### src/rtl/mcd_cfg.svh
// Purpose: constants of the mailbox command decoder
// Assumes: 32-bit AXI4-Lite register bus
// Notes: definitions only
`ifndef MCD_CFG_SVH
`define MCD_CFG_SVH

`define MCD_OFF_MBOX_OUT 12'h000
`define MCD_OFF_MBOX_IN 12'h004
`define MCD_OFF_STATUS 12'h008

`define MCD_RESP_OKAY 2'h0
`define MCD_RESP_SLVERR 2'h2

// top byte value that asks for a stored setting instead of running it
`define MCD_RB_MARK 8'h01

`define MCD_C_CLEAR 8'h00
`define MCD_C_RELAY_SET 8'h01
`define MCD_C_RELAY_RD 8'h02
`define MCD_C_STATUS_RD 8'h07
`define MCD_C_FW_RD 8'h0E
`define MCD_C_HW_RD 8'h0F
`define MCD_C_PWM_FIRST 8'h10
`define MCD_C_PWM_LAST 8'h15
`define MCD_C_PWM_EN 8'h1F
`define MCD_C_FILT_EN 8'h20
`define MCD_C_PAT_EN 8'h21
`define MCD_C_PAT_VAL 8'h22
`define MCD_C_RISE_EN 8'h23
`define MCD_C_FALL_EN 8'h24
`define MCD_C_CNT_EN 8'h28
`define MCD_C_CNT_RLD 8'h29
`define MCD_C_OVF_IE 8'h2A
`define MCD_C_MAT_IE 8'h2B
`define MCD_C_CNT_EDGE 8'h2C
`define MCD_C_CNT_RD 8'h2F
`define MCD_C_FILT_FIRST 8'h30
`define MCD_C_MATV_LAST 8'h4F
`define MCD_C_IRQ_RD 8'h60
`define MCD_C_EDGE_RD 8'h61
`define MCD_C_FLAG_RD 8'h62

// 0x40..0x47 reset values, 0x48..0x4F match values
`define MCD_GRP_RSTV 5'h08
`define MCD_GRP_MATV 5'h09

`define MCD_CNT_MAX 16'hFFFF
`define MCD_CNT_ONE 16'h0001

`endif

### src/rtl/mcd_pkg.sv
// Purpose: shared types of the mailbox command decoder
// Assumes: nothing
// Notes: constants live in mcd_cfg.svh
package mcd_pkg;

	typedef enum logic [1:0] {
		ST_IDLE = 2'b00,
		ST_EXEC = 2'b01,
		ST_REPLY = 2'b10
	} mcd_state_e;

	typedef logic [7:0] mcd_byte_t;

endpackage : mcd_pkg

### src/rtl/mcd_cfg_mem.sv
// Purpose: setting store for readback of configuration commands
// Assumes: one write port, one read port, same clock
// Notes: read data are registered, one cycle after the address
`timescale 1ns/1ps
module mcd_cfg_mem #(
	parameter int AW = 7,
	parameter int DW = 16
) (
	input wire logic aclk,
	input wire logic we,
	input wire logic [AW-1:0] waddr,
	input wire logic [DW-1:0] wdata,
	input wire logic [AW-1:0] raddr,
	output logic [DW-1:0] rdata_q
);

	logic [DW-1:0] mem [0:(1<<AW)-1];

	// no reset: contents are only read after a write sets them
	always_ff @(posedge aclk) begin
		if (we) begin
			mem[waddr] <= wdata;
		end
		rdata_q <= mem[raddr];
	end

endmodule : mcd_cfg_mem

### src/rtl/mcd_top.sv
// Purpose: mailbox command interpreter for isolated inputs and relays
// Assumes: isolated_input synchronous to aclk
// Notes: one command at a time; reply two cycles after the write answer
// Function
// - a successful reply echoes the command code in reply byte two
// - every successful reply carries the eight input levels in the top byte
// - flag read: bit n of byte one is the overflow flag of channel n
// - flag read: bit n of byte zero is the match flag of channel n
// - in both flag bytes bit n belongs to input channel n
// - command 0x00 clears the echo byte to zero
// - 0x01 sets relay outputs, 0x02 reads relay status
// - 0x07 reads status, 0x0E firmware version, 0x0F hardware version
// - 0x10-0x13 pulse periods, 0x14-0x15 bursts, 0x1F pulse enable
// - 0x20 filter, 0x21 pattern, 0x22 pattern value, 0x23/0x24 edges
// - 0x28 count enable, 0x29 reload, 0x2A/0x2B irq enables, 0x2C, 0x2F
// - 0x30-0x37 high filter counts, 0x38-0x3F low filter counts
// - 0x40-0x47 counter reset values, 0x48-0x4F match values
// - 0x60 reads interrupt flags, 0x61 reads edge change flags
// - settings of readable configuration commands can be read back
// - interrupt flag reply bit 2 shows counter overflow or match interrupt
// - enabled match interrupt fires when a counter steps onto its match value
//
// Local design decisions: the register offsets and register access over AXI4-Lite.
`timescale 1ns/1ps
`include "mcd_cfg.svh"
module mcd_top #(
	parameter logic [15:0] FW_VERSION = 16'h0001, // arbitrary value
	parameter logic [15:0] HW_VERSION = 16'h0001 // arbitrary value
) (
	input wire logic aclk,
	input wire logic aresetn,
	input wire logic [11:0] s_axi_awaddr,
	input wire logic [2:0] s_axi_awprot,
	input wire logic s_axi_awvalid,
	output logic s_axi_awready,
	input wire logic [31:0] s_axi_wdata,
	input wire logic [3:0] s_axi_wstrb,
	input wire logic s_axi_wvalid,
	output logic s_axi_wready,
	output logic [1:0] s_axi_bresp,
	output logic s_axi_bvalid,
	input wire logic s_axi_bready,
	input wire logic [11:0] s_axi_araddr,
	input wire logic [2:0] s_axi_arprot,
	input wire logic s_axi_arvalid,
	output logic s_axi_arready,
	output logic [31:0] s_axi_rdata,
	output logic [1:0] s_axi_rresp,
	output logic s_axi_rvalid,
	input wire logic s_axi_rready,
	input wire logic [7:0] isolated_input,
	output logic [7:0] relay_out,
	output logic [1:0] pulse_enable
);

	function automatic logic known_code(input logic [7:0] c);
		known_code = 1'b1;
		case (c)
			`MCD_C_CLEAR, `MCD_C_RELAY_SET, `MCD_C_RELAY_RD: ;
			`MCD_C_STATUS_RD, `MCD_C_FW_RD, `MCD_C_HW_RD: ;
			`MCD_C_CNT_RLD, `MCD_C_CNT_RD: ;
			`MCD_C_IRQ_RD, `MCD_C_EDGE_RD, `MCD_C_FLAG_RD: ;
			default: known_code = readable(c);
		endcase
	endfunction : known_code

	function automatic logic readable(input logic [7:0] c);
		readable = 1'b0;
		if (c >= `MCD_C_PWM_FIRST && c <= `MCD_C_PWM_LAST) begin
			readable = 1'b1;
		end
		case (c)
			`MCD_C_PWM_EN, `MCD_C_FILT_EN, `MCD_C_PAT_EN, `MCD_C_PAT_VAL,
			`MCD_C_RISE_EN, `MCD_C_FALL_EN: readable = 1'b1;
			`MCD_C_CNT_EN, `MCD_C_OVF_IE, `MCD_C_MAT_IE,
			`MCD_C_CNT_EDGE: readable = 1'b1;
			default: ;
		endcase
		if (c >= `MCD_C_FILT_FIRST && c <= `MCD_C_MATV_LAST) begin
			readable = 1'b1;
		end
	endfunction : readable

	mcd_pkg::mcd_state_e state_q, state_d;
	logic awready_q, wready_q, bvalid_q, arready_q, rvalid_q, go_q;
	logic [1:0] bresp_q, rresp_q;
	logic [11:0] awaddr_q;
	logic [31:0] wdata_q, rdata_q, mbox_out_q, mbox_in_q;
	logic [3:0] wstrb_q;
	logic [7:0] relay_q, in_prev_q, pat_val_q, cnt_en_q, ovf_ie_q;
	logic [7:0] mat_ie_q, cnt_edge_q, ovf_q, mat_q, rise_flag_q, fall_flag_q;
	logic [1:0] pwm_en_q;
	logic pat_en_q;
	logic [7:0] rise_en_q, fall_en_q;
	logic [2:0] irq_q;
	logic [7:0][15:0] cnt_q, cnt_d, rstv_q, matv_q;
	logic [7:0] ovf_set, mat_set, cnt_load, cnt_step;
	logic [15:0] reply_lo, mem_rdata;
	mcd_pkg::mcd_byte_t reply_echo;

	// decode and selection
	wire busy = (state_q != mcd_pkg::ST_IDLE) || go_q;
	wire wr_fire = !awready_q && !wready_q && !bvalid_q;
	wire wr_mbox = awaddr_q == `MCD_OFF_MBOX_OUT;
	wire wr_ok = wr_mbox && !busy;
	wire [7:0] top = mbox_out_q[31:24];
	wire [7:0] code = mbox_out_q[23:16];
	wire [15:0] par = mbox_out_q[15:0];
	wire is_norm = top == 8'h00;
	wire is_rb = top == `MCD_RB_MARK;
	wire known = known_code(code);
	wire st_exec = state_q == mcd_pkg::ST_EXEC;
	wire st_reply = state_q == mcd_pkg::ST_REPLY;
	wire exec = st_exec && is_norm && known;
	wire mem_we = exec && readable(code);
	wire [4:0] grp = code[7:3];
	wire [7:0] rise = isolated_input & ~in_prev_q;
	wire [7:0] fall = ~isolated_input & in_prev_q;
	wire clr_flags = st_reply && is_norm && code == `MCD_C_FLAG_RD;
	wire clr_irq = st_reply && is_norm && code == `MCD_C_IRQ_RD;
	wire pat_hit = pat_en_q && isolated_input == pat_val_q && in_prev_q != pat_val_q;
	wire [2:0] irq_set = {|((ovf_set & ovf_ie_q) | (mat_set & mat_ie_q)),
		|((rise & rise_en_q) | (fall & fall_en_q)), pat_hit};
	wire [11:0] araddr = s_axi_araddr;
	wire rd_map = araddr == `MCD_OFF_MBOX_OUT || araddr == `MCD_OFF_MBOX_IN ||
		araddr == `MCD_OFF_STATUS;
	wire [31:0] rd_mux = araddr == `MCD_OFF_MBOX_OUT ? mbox_out_q :
		araddr == `MCD_OFF_MBOX_IN ? mbox_in_q :
		araddr == `MCD_OFF_STATUS ? {31'h0000_0000, busy} : 32'h0000_0000;
	wire [31:0] strb_mask = {{8{wstrb_q[3]}}, {8{wstrb_q[2]}}, {8{wstrb_q[1]}},
		{8{wstrb_q[0]}}};

	mcd_cfg_mem #(
		.AW(7),
		.DW(16)
	) u_mem (
		.aclk(aclk),
		.we(mem_we),
		.waddr(code[6:0]),
		.wdata(par),
		.raddr(code[6:0]),
		.rdata_q(mem_rdata)
	);

	// write channel: address and data taken in any order, answer after both
	always_ff @(posedge aclk) begin
		if (!aresetn) begin
			awready_q <= 1'b1;
			wready_q <= 1'b1;
			bvalid_q <= 1'b0;
			bresp_q <= `MCD_RESP_OKAY;
			awaddr_q <= 12'h000;
			wdata_q <= 32'h0000_0000;
			wstrb_q <= 4'h0;
		end else begin
			if (s_axi_awvalid && awready_q) begin
				awready_q <= 1'b0;
				awaddr_q <= s_axi_awaddr;
			end
			if (s_axi_wvalid && wready_q) begin
				wready_q <= 1'b0;
				wdata_q <= s_axi_wdata;
				wstrb_q <= s_axi_wstrb;
			end
			if (wr_fire) begin
				bvalid_q <= 1'b1;
				bresp_q <= wr_ok ? `MCD_RESP_OKAY : `MCD_RESP_SLVERR;
			end
			if (bvalid_q && s_axi_bready) begin
				bvalid_q <= 1'b0;
				awready_q <= 1'b1;
				wready_q <= 1'b1;
			end
		end
	end

	// read channel: data one cycle after the address is taken
	always_ff @(posedge aclk) begin
		if (!aresetn) begin
			arready_q <= 1'b1;
			rvalid_q <= 1'b0;
			rdata_q <= 32'h0000_0000;
			rresp_q <= `MCD_RESP_OKAY;
		end else if (s_axi_arvalid && arready_q) begin
			arready_q <= 1'b0;
			rvalid_q <= 1'b1;
			rdata_q <= rd_mux;
			rresp_q <= rd_map ? `MCD_RESP_OKAY : `MCD_RESP_SLVERR;
		end else if (rvalid_q && s_axi_rready) begin
			rvalid_q <= 1'b0;
			arready_q <= 1'b1;
		end
	end

	always_comb begin
		case (state_q)
			mcd_pkg::ST_IDLE: state_d = go_q ? mcd_pkg::ST_EXEC : mcd_pkg::ST_IDLE;
			mcd_pkg::ST_EXEC: state_d = mcd_pkg::ST_REPLY;
			mcd_pkg::ST_REPLY: state_d = mcd_pkg::ST_IDLE;
			default: state_d = mcd_pkg::ST_IDLE;
		endcase
	end

	// reply words; the readback data come from the store one cycle late
	always_comb begin
		reply_lo = 16'h0000;
		reply_echo = code;
		if (is_rb) begin
			if (readable(code)) begin
				reply_lo = mem_rdata;
			end else begin
				reply_echo = 8'h00;
			end
		end else if (!is_norm || !known) begin
			reply_echo = 8'h00;
		end else begin
			case (code)
				`MCD_C_RELAY_RD: reply_lo = {8'h00, relay_q};
				`MCD_C_STATUS_RD: reply_lo = {isolated_input, relay_q};
				`MCD_C_FW_RD: reply_lo = FW_VERSION;
				`MCD_C_HW_RD: reply_lo = HW_VERSION;
				`MCD_C_CNT_RD: reply_lo = cnt_q[par[2:0]];
				`MCD_C_IRQ_RD: reply_lo = {13'h0000, irq_q};
				`MCD_C_EDGE_RD: reply_lo = {fall_flag_q, rise_flag_q};
				`MCD_C_FLAG_RD: reply_lo = {ovf_q, mat_q};
				default: reply_lo = 16'h0000;
			endcase
		end
	end

	always_ff @(posedge aclk) begin
		if (!aresetn) begin
			state_q <= mcd_pkg::ST_IDLE;
			go_q <= 1'b0;
			mbox_out_q <= 32'h0000_0000;
			mbox_in_q <= 32'h0000_0000;
		end else begin
			state_q <= state_d;
			go_q <= wr_fire && wr_ok;
			if (wr_fire && wr_ok) begin
				mbox_out_q <= (mbox_out_q & ~strb_mask) | (wdata_q & strb_mask);
			end
			if (st_reply) begin
				mbox_in_q <= {isolated_input, reply_echo, reply_lo};
			end
		end
	end

	// settings that steer the block; all but the relay setting also go to the store
	always_ff @(posedge aclk) begin
		if (!aresetn) begin
			relay_q <= 8'h00;
			pwm_en_q <= 2'h0;
			pat_en_q <= 1'b0;
			pat_val_q <= 8'h00;
			rise_en_q <= 8'h00;
			fall_en_q <= 8'h00;
			cnt_en_q <= 8'h00;
			ovf_ie_q <= 8'h00;
			mat_ie_q <= 8'h00;
			cnt_edge_q <= 8'h00;
			rstv_q <= '0;
			matv_q <= '0;
		end else if (exec) begin
			case (code)
				`MCD_C_RELAY_SET: relay_q <= par[7:0];
				`MCD_C_PWM_EN: pwm_en_q <= par[1:0];
				`MCD_C_PAT_EN: pat_en_q <= par[0];
				`MCD_C_PAT_VAL: pat_val_q <= par[7:0];
				`MCD_C_RISE_EN: rise_en_q <= par[7:0];
				`MCD_C_FALL_EN: fall_en_q <= par[7:0];
				`MCD_C_CNT_EN: cnt_en_q <= par[7:0];
				`MCD_C_OVF_IE: ovf_ie_q <= par[7:0];
				`MCD_C_MAT_IE: mat_ie_q <= par[7:0];
				`MCD_C_CNT_EDGE: cnt_edge_q <= par[7:0];
				default: ;
			endcase
			if (grp == `MCD_GRP_RSTV) begin
				rstv_q[code[2:0]] <= par;
			end
			if (grp == `MCD_GRP_MATV) begin
				matv_q[code[2:0]] <= par;
			end
		end
	end

	// counters reload on the reload mask or when newly enabled
	always_comb begin
		for (int i = 0; i < 8; i++) begin
			cnt_load[i] = exec && ((code == `MCD_C_CNT_RLD && par[i]) ||
				(code == `MCD_C_CNT_EN && par[i] && !cnt_en_q[i]));
			cnt_step[i] = cnt_en_q[i] && (cnt_edge_q[i] ? fall[i] : rise[i]);
			cnt_d[i] = cnt_q[i];
			ovf_set[i] = 1'b0;
			mat_set[i] = 1'b0;
			if (cnt_load[i]) begin
				cnt_d[i] = rstv_q[i];
			end else if (cnt_step[i]) begin
				cnt_d[i] = cnt_q[i] + `MCD_CNT_ONE;
				ovf_set[i] = cnt_q[i] == `MCD_CNT_MAX;
				mat_set[i] = cnt_d[i] == matv_q[i];
			end
		end
	end

	// sticky flags: a new event beats the clear of the same cycle
	always_ff @(posedge aclk) begin
		if (!aresetn) begin
			in_prev_q <= 8'h00;
			cnt_q <= '0;
			ovf_q <= 8'h00;
			mat_q <= 8'h00;
			irq_q <= 3'h0;
			rise_flag_q <= 8'h00;
			fall_flag_q <= 8'h00;
		end else begin
			in_prev_q <= isolated_input;
			cnt_q <= cnt_d;
			ovf_q <= (ovf_q & ~{8{clr_flags}}) | ovf_set;
			mat_q <= (mat_q & ~{8{clr_flags}}) | mat_set;
			irq_q <= (irq_q & ~{3{clr_irq}}) | irq_set;
			rise_flag_q <= (rise_flag_q & ~fall) | rise;
			fall_flag_q <= (fall_flag_q & ~rise) | fall;
		end
	end

	assign s_axi_awready = awready_q;
	assign s_axi_wready = wready_q;
	assign s_axi_bvalid = bvalid_q;
	assign s_axi_bresp = bresp_q;
	assign s_axi_arready = arready_q;
	assign s_axi_rvalid = rvalid_q;
	assign s_axi_rdata = rdata_q;
	assign s_axi_rresp = rresp_q;
	assign relay_out = relay_q;
	assign pulse_enable = pwm_en_q;
endmodule : mcd_top

### config.mk
export PLATFORM = sky130hd
export DESIGN_NAME = mcd_top
export DESIGN_NICKNAME = d
export VERILOG_FILES = /design/src/rtl/mcd_pkg.sv /design/src/rtl/mcd_cfg_mem.sv /design/src/rtl/mcd_top.sv
export VERILOG_INCLUDE_DIRS = /design/src /design/src/rtl
export SDC_FILE = /design/constraint.sdc
export NUM_CORES = 2
export LEC_CHECK = 0
export ABC_CLOCK_PERIOD_IN_PS = 3850
export BUFFER_PORTS_ARGS = -buffer_cell sky130_fd_sc_hd__buf_2
export CAP_MARGIN = 5
export CORE_UTILIZATION = 57
export DETAILED_ROUTE_END_ITERATION = 6
export PLACE_DENSITY = 0.74
export SKIP_LAST_GASP = 1
export SYNTH_ARGS = -nofsm -noshare
export SYNTH_HDL_FRONTEND = slang
export SYNTH_SLANG_ARGS = --single-unit
### constraint.sdc
create_clock -name aclk -period 3.85 [get_ports aclk]
set_input_delay 0.1925 -clock aclk [delete_from_list [all_inputs] [get_ports aclk]]
set_output_delay 0.1925 -clock aclk [all_outputs]
set_load 0.03 [all_outputs]
### Word level (Yosys, flattened, before mapping)

Memory sizes are Yosys's and may differ from the RTL's. A register that Yosys moved wholly into a read port is not among the register bits.
Index checks and enable logic that the tools add are counted.
Widths: inputs -> output; s select.

| storage, ports and cells | value |
|---|---|
| bits in writable memories | 2,048 |
| memories kept | 1 |
| logic and storage cells | 351 |
| register bits | 650 |
| input bits | 81 |

| cells by class | value |
|---|---|
| multiplexer cells | 87 |
| bitwise operators | 29 |
| add/subtract/negate cells | 8 |
| reductions and logical operators | 119 |
| magnitude comparators | 7 |
| equality and inequality tests | 45 |

Memory list:

| memory | depth | bits a word | rd ports | clocked after Yosys merged registers in | wr ports | RTL line | RTL |
|---|---|---|---|---|---|---|---|
| u_mem.mem | 128 | 16 | 1 | 1 | 1 | mcd_cfg_mem.sv:17 | `logic [DW-1:0] mem [0:(1<<AW)-1];` |

Operators with widths:

| operator | count |
|---|---|
| $mux 16 | 21 |
| $bwmux 128 | 2 |
| $add 16x1->16 const B | 8 |
| $eq 16x16->1 | 8 |
| $eq 16x16->1 const B | 8 |
| $pmux 16 s7 | 1 |
| $eq 8x6->1 const B | 11 |
| $and 8x8->8 | 10 |
| $and 32x32->32 | 2 |
| $mux 32 | 2 |
| $logic_and 1x1->1 | 60 |
| $mux 1 | 53 |
| $bmux 16 s3 | 1 |
| $demux 16 s3 | 1 |
| $or 8x8->8 | 6 |
| $not 8->8 | 5 |
| $not 32->32 | 1 |
| $or 32x32->32 | 1 |
| $eq 8x7->1 const B | 3 |
| $logic_not 12->1 | 2 |
| $mux 8 | 3 |
| $reduce_and 2->1 | 12 |
| $reduce_bool 2->1 | 10 |
| $eq 8x1->1 const B | 2 |
| other kinds (31) | 62 |

### Depth between registers and ports, before layout

| depth | value |
|---|---|
| depth in word-level cells | 13 |
| mapped depth | 12 |
| depth with buffers taken out | 9 |

### Modules after synthesis

From an unflattened synthesis, not the netlist that was laid out.

| unflattened totals | value |
|---|---|
| cell total of the unflattened synthesis | 6,861 |
| area total of the unflattened synthesis | 109,550.1 sq um |

Modules (own cells, without submodules):

| module | cells an instance | instances | area each (sq um) | sequential area each (sq um) |
|---|---|---|---|---|
| mcd_cfg_mem | 3,086 | 1 | 78,522.8 | 61,819.3 |
| mcd_top | 3,775 | 1 | 31,027.3 | 12,972.4 |

### Least setup slack after synthesis

No wires, ideal clock.

| timing | value |
|---|---|
| path kind | register -> register |
| start | register with a tool-made name |
| end | register mbox_in_q[3] |
| cell stages (with the launch flop) | 8 |
| period minus slack after synthesis | 4.091 ns |
| path slack | -0.241 ns |
| data required time | 3.718 ns |
| arrival time | 3.959 ns |
| setup time | 0.132 ns |
| path buffers | 2 |
| cell sequence | dfxtp_1 > buf_2 > buf_1 > mux4_2 > mux2i_1 > o21ai_0 > a221oi_1 > nor3_1 |

RTL lines:

| item | RTL line | RTL |
|---|---|---|
| end signal: assignment | mcd_top.sv:244 | `mbox_in_q <= {isolated_input, reply_echo, reply_lo};` |
| end: declaration | mcd_top.sv:88 | `logic [31:0] wdata_q, rdata_q, mbox_out_q, mbox_in_q;` |

==> flow_metrics.py <==
metrics = {
    "logic_synthesis": {
        "synth-main-ff-cell": "edfxtp_1",
        "synthMostInstantiatedCell": "edfxtp_1",
        "synth_largest_area_cell": "edfxtp_1",
        "synth_edf_count": 2048,
        "synth_warnings": 0,
        "syn_area_sq_um": 109000,
        "async_flop_share_pct": 0,
        "synthTopCellsByArea": "edfxtp_1, mux4_2, dfxtp_1",
        "synth_area_per_cell_sq_um": 16.5,
        "yosys.area.top_type_share_pct": 56.2,
        "synth_common_cells": "edfxtp_1, mux4_2, dfxtp_1",
        "yosysSeqAreaShare_pct": 68.4,
        "netlist_instances": 6631,
        "ys_types": 85,
        "synth_seq_cells": 2712,
    },
    "timing": {
        "slew_headroom_pct": 10.9,
        "finalSetupViolations": 0,
        "fmax_ghz": 0.264,
        "fin_tns_setup_ps": 0,
        "finClkSkew_ps": 60.5,
        "holdWs_ps": 92.8,
        "fin_ws_ps": 57.0,
        "finalCritPeriodShare_pct": 98.5,
        "slew_violations": 0,
        "hold_viol": 0,
        "rsz0062_at_grt": "no",
        "tightest_slew_ps": 1330,
        "fin_crit_ps": 3790,
    },
    "outcome": {
        "status": "finished, violations left",
        "violations": "DRC",
    },
    "cts": {
        "clock_sinks": 2712,
        "cts_tree": "done",
        "clk_latency_ps": 920,
        "clk_path_buf_depth": 4,
        "cts_made_buffers": 289,
        "postCtsSetupBuffers": 0,
        "htree_levels": 5,
        "cts-root-buf": "clkbuf_16",
        "clk_pin_slew_worst_paths_ps": 60,
    },
    "place": {
        "dp_hpwl_um": 154000,
        "gp_congestion": 0.931,
        "dp_slack_ps": 202,
        "io_buffers": 123,
    },
    "critical_path": {
        "path_class": "reg2reg",
        "cp_cell_sequence": "buf_4 -> or2_2 -> a22oi_1 -> o21ai_0 -> o311ai_2 -> nor2_1 -> nand3_1 -> nor2_4 -> buf_4",
        "start_kind": "flop",
        "crit_family": "simple AND/OR/NAND/NOR gates",
        "timing.rr.end": "u_mem.mem[33][13]",
        "slowest_stage": "nand3_1",
        "r2r_cells": 9,
        "cp_common_cell": "buf_4",
        "critPathArrivalTime_ps": 4380,
        "cp-end-kind": "flop",
        "cp_max_fo": 19,
        "cp.required_ps": 4430,
        "max_stage_delay_ps": 580,
        "path_buf_inv": 2,
        "reg2reg_setup_slack_ps": 60,
    },
    "grt": {
        "antenna_found_initial": 7,
        "grt_overflow": 0,
        "track_usage_pct": 27.0,
        "grt_max_degree": 155,
        "grt_pass1_vias": 63196,
        "grt_pass1_wl_um": 388000,
    },
    "floorplanning": {
        "num_rows": 160,
        "io_pins": 132,
        "dieArea_sq_um": 194000,
        "core_area_sq_um": 190000,
        "start_util_pct": 57.4,
        "die_x_um": 440,
        "die_y_um": 440,
    },
    "layout": {
        "nFillCells": 12605,
        "area_delta_synth_final_pct": 17.0,
        "nets": 8275,
        "seq_area_sq_um": 74900,
        "final_layout_size_suffix_gt1_share_pct": 18.8,
        "multi_input_area_sq_um": 37400,
    },
    "route": {
        "drt_first_iter_violations": 6740,
        "dr.pass1.iters": 7,
        "drc_errors": 8,
        "wl_um": 261000,
        "vias_per_cell": 5.80,
        "drtAntennaViolNets": 0,
        "routedWlPerCell_um": 23.9,
        "num_vias": 63226,
    },
    "power": {
        "finalPower_w": 0.0590,
        "ir_drop_v": 0.000388,
        "power_per_cell_area_nw_per_um2": 461,
        "p_leak_nw": 45.2,
    },
    "job": {
        "drv_cap": 0,
    },
    "hold_path": {
        "min_path_type": "in2reg",
        "holdPathStages": 4,
        "min-delay-start": "s_axi_awaddr[7]",
        "hold_end": "awaddr_q[7]",
    },
}
[state kept, by name, indices dropped and copies added (netlist names), 12 cells and up, named ones only]
name and cells:
u_mem.mem 2048, cnt_q 128, matv_q 128, rstv_q 128, mbox_in_q 32, s_axi_rdata 32
wdata_q 32, u_mem.rdata_q 16, awaddr_q 12
[layout by cell type (no fill, tap or decap), types with 39 or more instances in the layout]
| cell | instances |
|---|---|
| edfxtp_1 | 2048 |
| conb_1 | 1282 |
| mux4_2 | 704 |
| dfxtp_1 | 642 |
| nor2_1 | 469 |
| nand2_1 | 391 |
| clkbuf_16 | 296 |
| mux2i_1 | 287 |
| nand3_1 | 222 |
| buf_4 | 220 |
| o21ai_0 | 191 |
| xnor2_1 | 183 |
| a21oi_1 | 151 |
| a211oi_1 | 131 |
| buf_2 | 122 |
| xor2_1 | 118 |
| dlygate4sd3_1 | 72 |
| nor3_1 | 69 |
| clkbuf_1 | 66 |
| nand4_1 | 63 |
| clkinv_2 | 41 |
| inv_1 | 39 |
| clkinv_1 | 39 |
[layer usage]
layer	GRT usage (%)	part of all wire, %	up-vias
met5	0	0.011	-
met1	36.0	39	32056
met4	11.1	4.2	6
li1	-	-	27737
met2	44.1	49	2813
met3	5.15	8.6	614
[through the flow]
stage	cells	area, sq um	util [%]
floorplan	7912	114000	-
global placement	10333	118000	62.2
detailed placement	10333	118000	62.2
CTS	10898	128000	67.2
global route	10899	128000	67.2
finish	10900	128000	67.2
[area by class of cell]
class                   instances  share of cell area (%)
multi-input cells            4693                    29.2
repair buffers                449                    2.87
clock buffers                 389                    6.26
well taps                    2511                    2.45
clock inverters               104                   0.589
inverters                      41                   0.127
flip-flops and latches       2712                    58.5
diodes                          1                 0.00196
[where the power goes]
part	total (W)	switching, W	internal (W)
Combinational	0.000968	0.000617	0.000351
Clock	0.0261	0.0109	0.0151
Sequential	0.0319	0.000205	0.0317
[kinds of logic (layout without fill, tap and decap cells)]
group / Yosys count / after routing / share of synthesized area, %
AO/OA/AOI/OAI: 607 / 607 / 3.49
buffers and inverters: 507 / 983 / 1.91
XOR/XNOR: 301 / 301 / 2.41
AND/OR/NAND/NOR: 1483 / 1483 / 6.36
adder cells (fa/ha/maj): 8 / 8 / 0.0915
flip-flops: 2712 / 2712 / 68.4
multiplexers: 1012 / 1012 / 17.3
other: 1 / 1283 / 0.00343
[worst max-delay path by stage]
stage	start	end	slack (ps)	cells after the start
6_report	flop	u_mem.mem[33][13]	60	9
5_1_grt	flop	u_mem.mem[33][13]	30	9
3_5_place_dp	flop	u_mem.mem[33][9]	200	9
2_1_floorplan	flop	irq_q[2]	70	9
4_1_cts	flop	u_mem.mem[33][13]	50	9
3_3_place_gp	flop	u_mem.mem[33][15]	340	9
[worst min-delay path: stages]
cell and delay [ps]:
dlygate4sd3_1 540, buf_2 120, nand2_1 50, a21oi_1 50
[timing repair]
action | 4_1_cts | 5_1_grt
endpoints found under the setup margin | 0 | 13
endpoints found under the hold margin | 167 | 0
hold buffers | 72 | 0
gates resized for setup | 0 | 1
(Power assumes the default switching activity.)
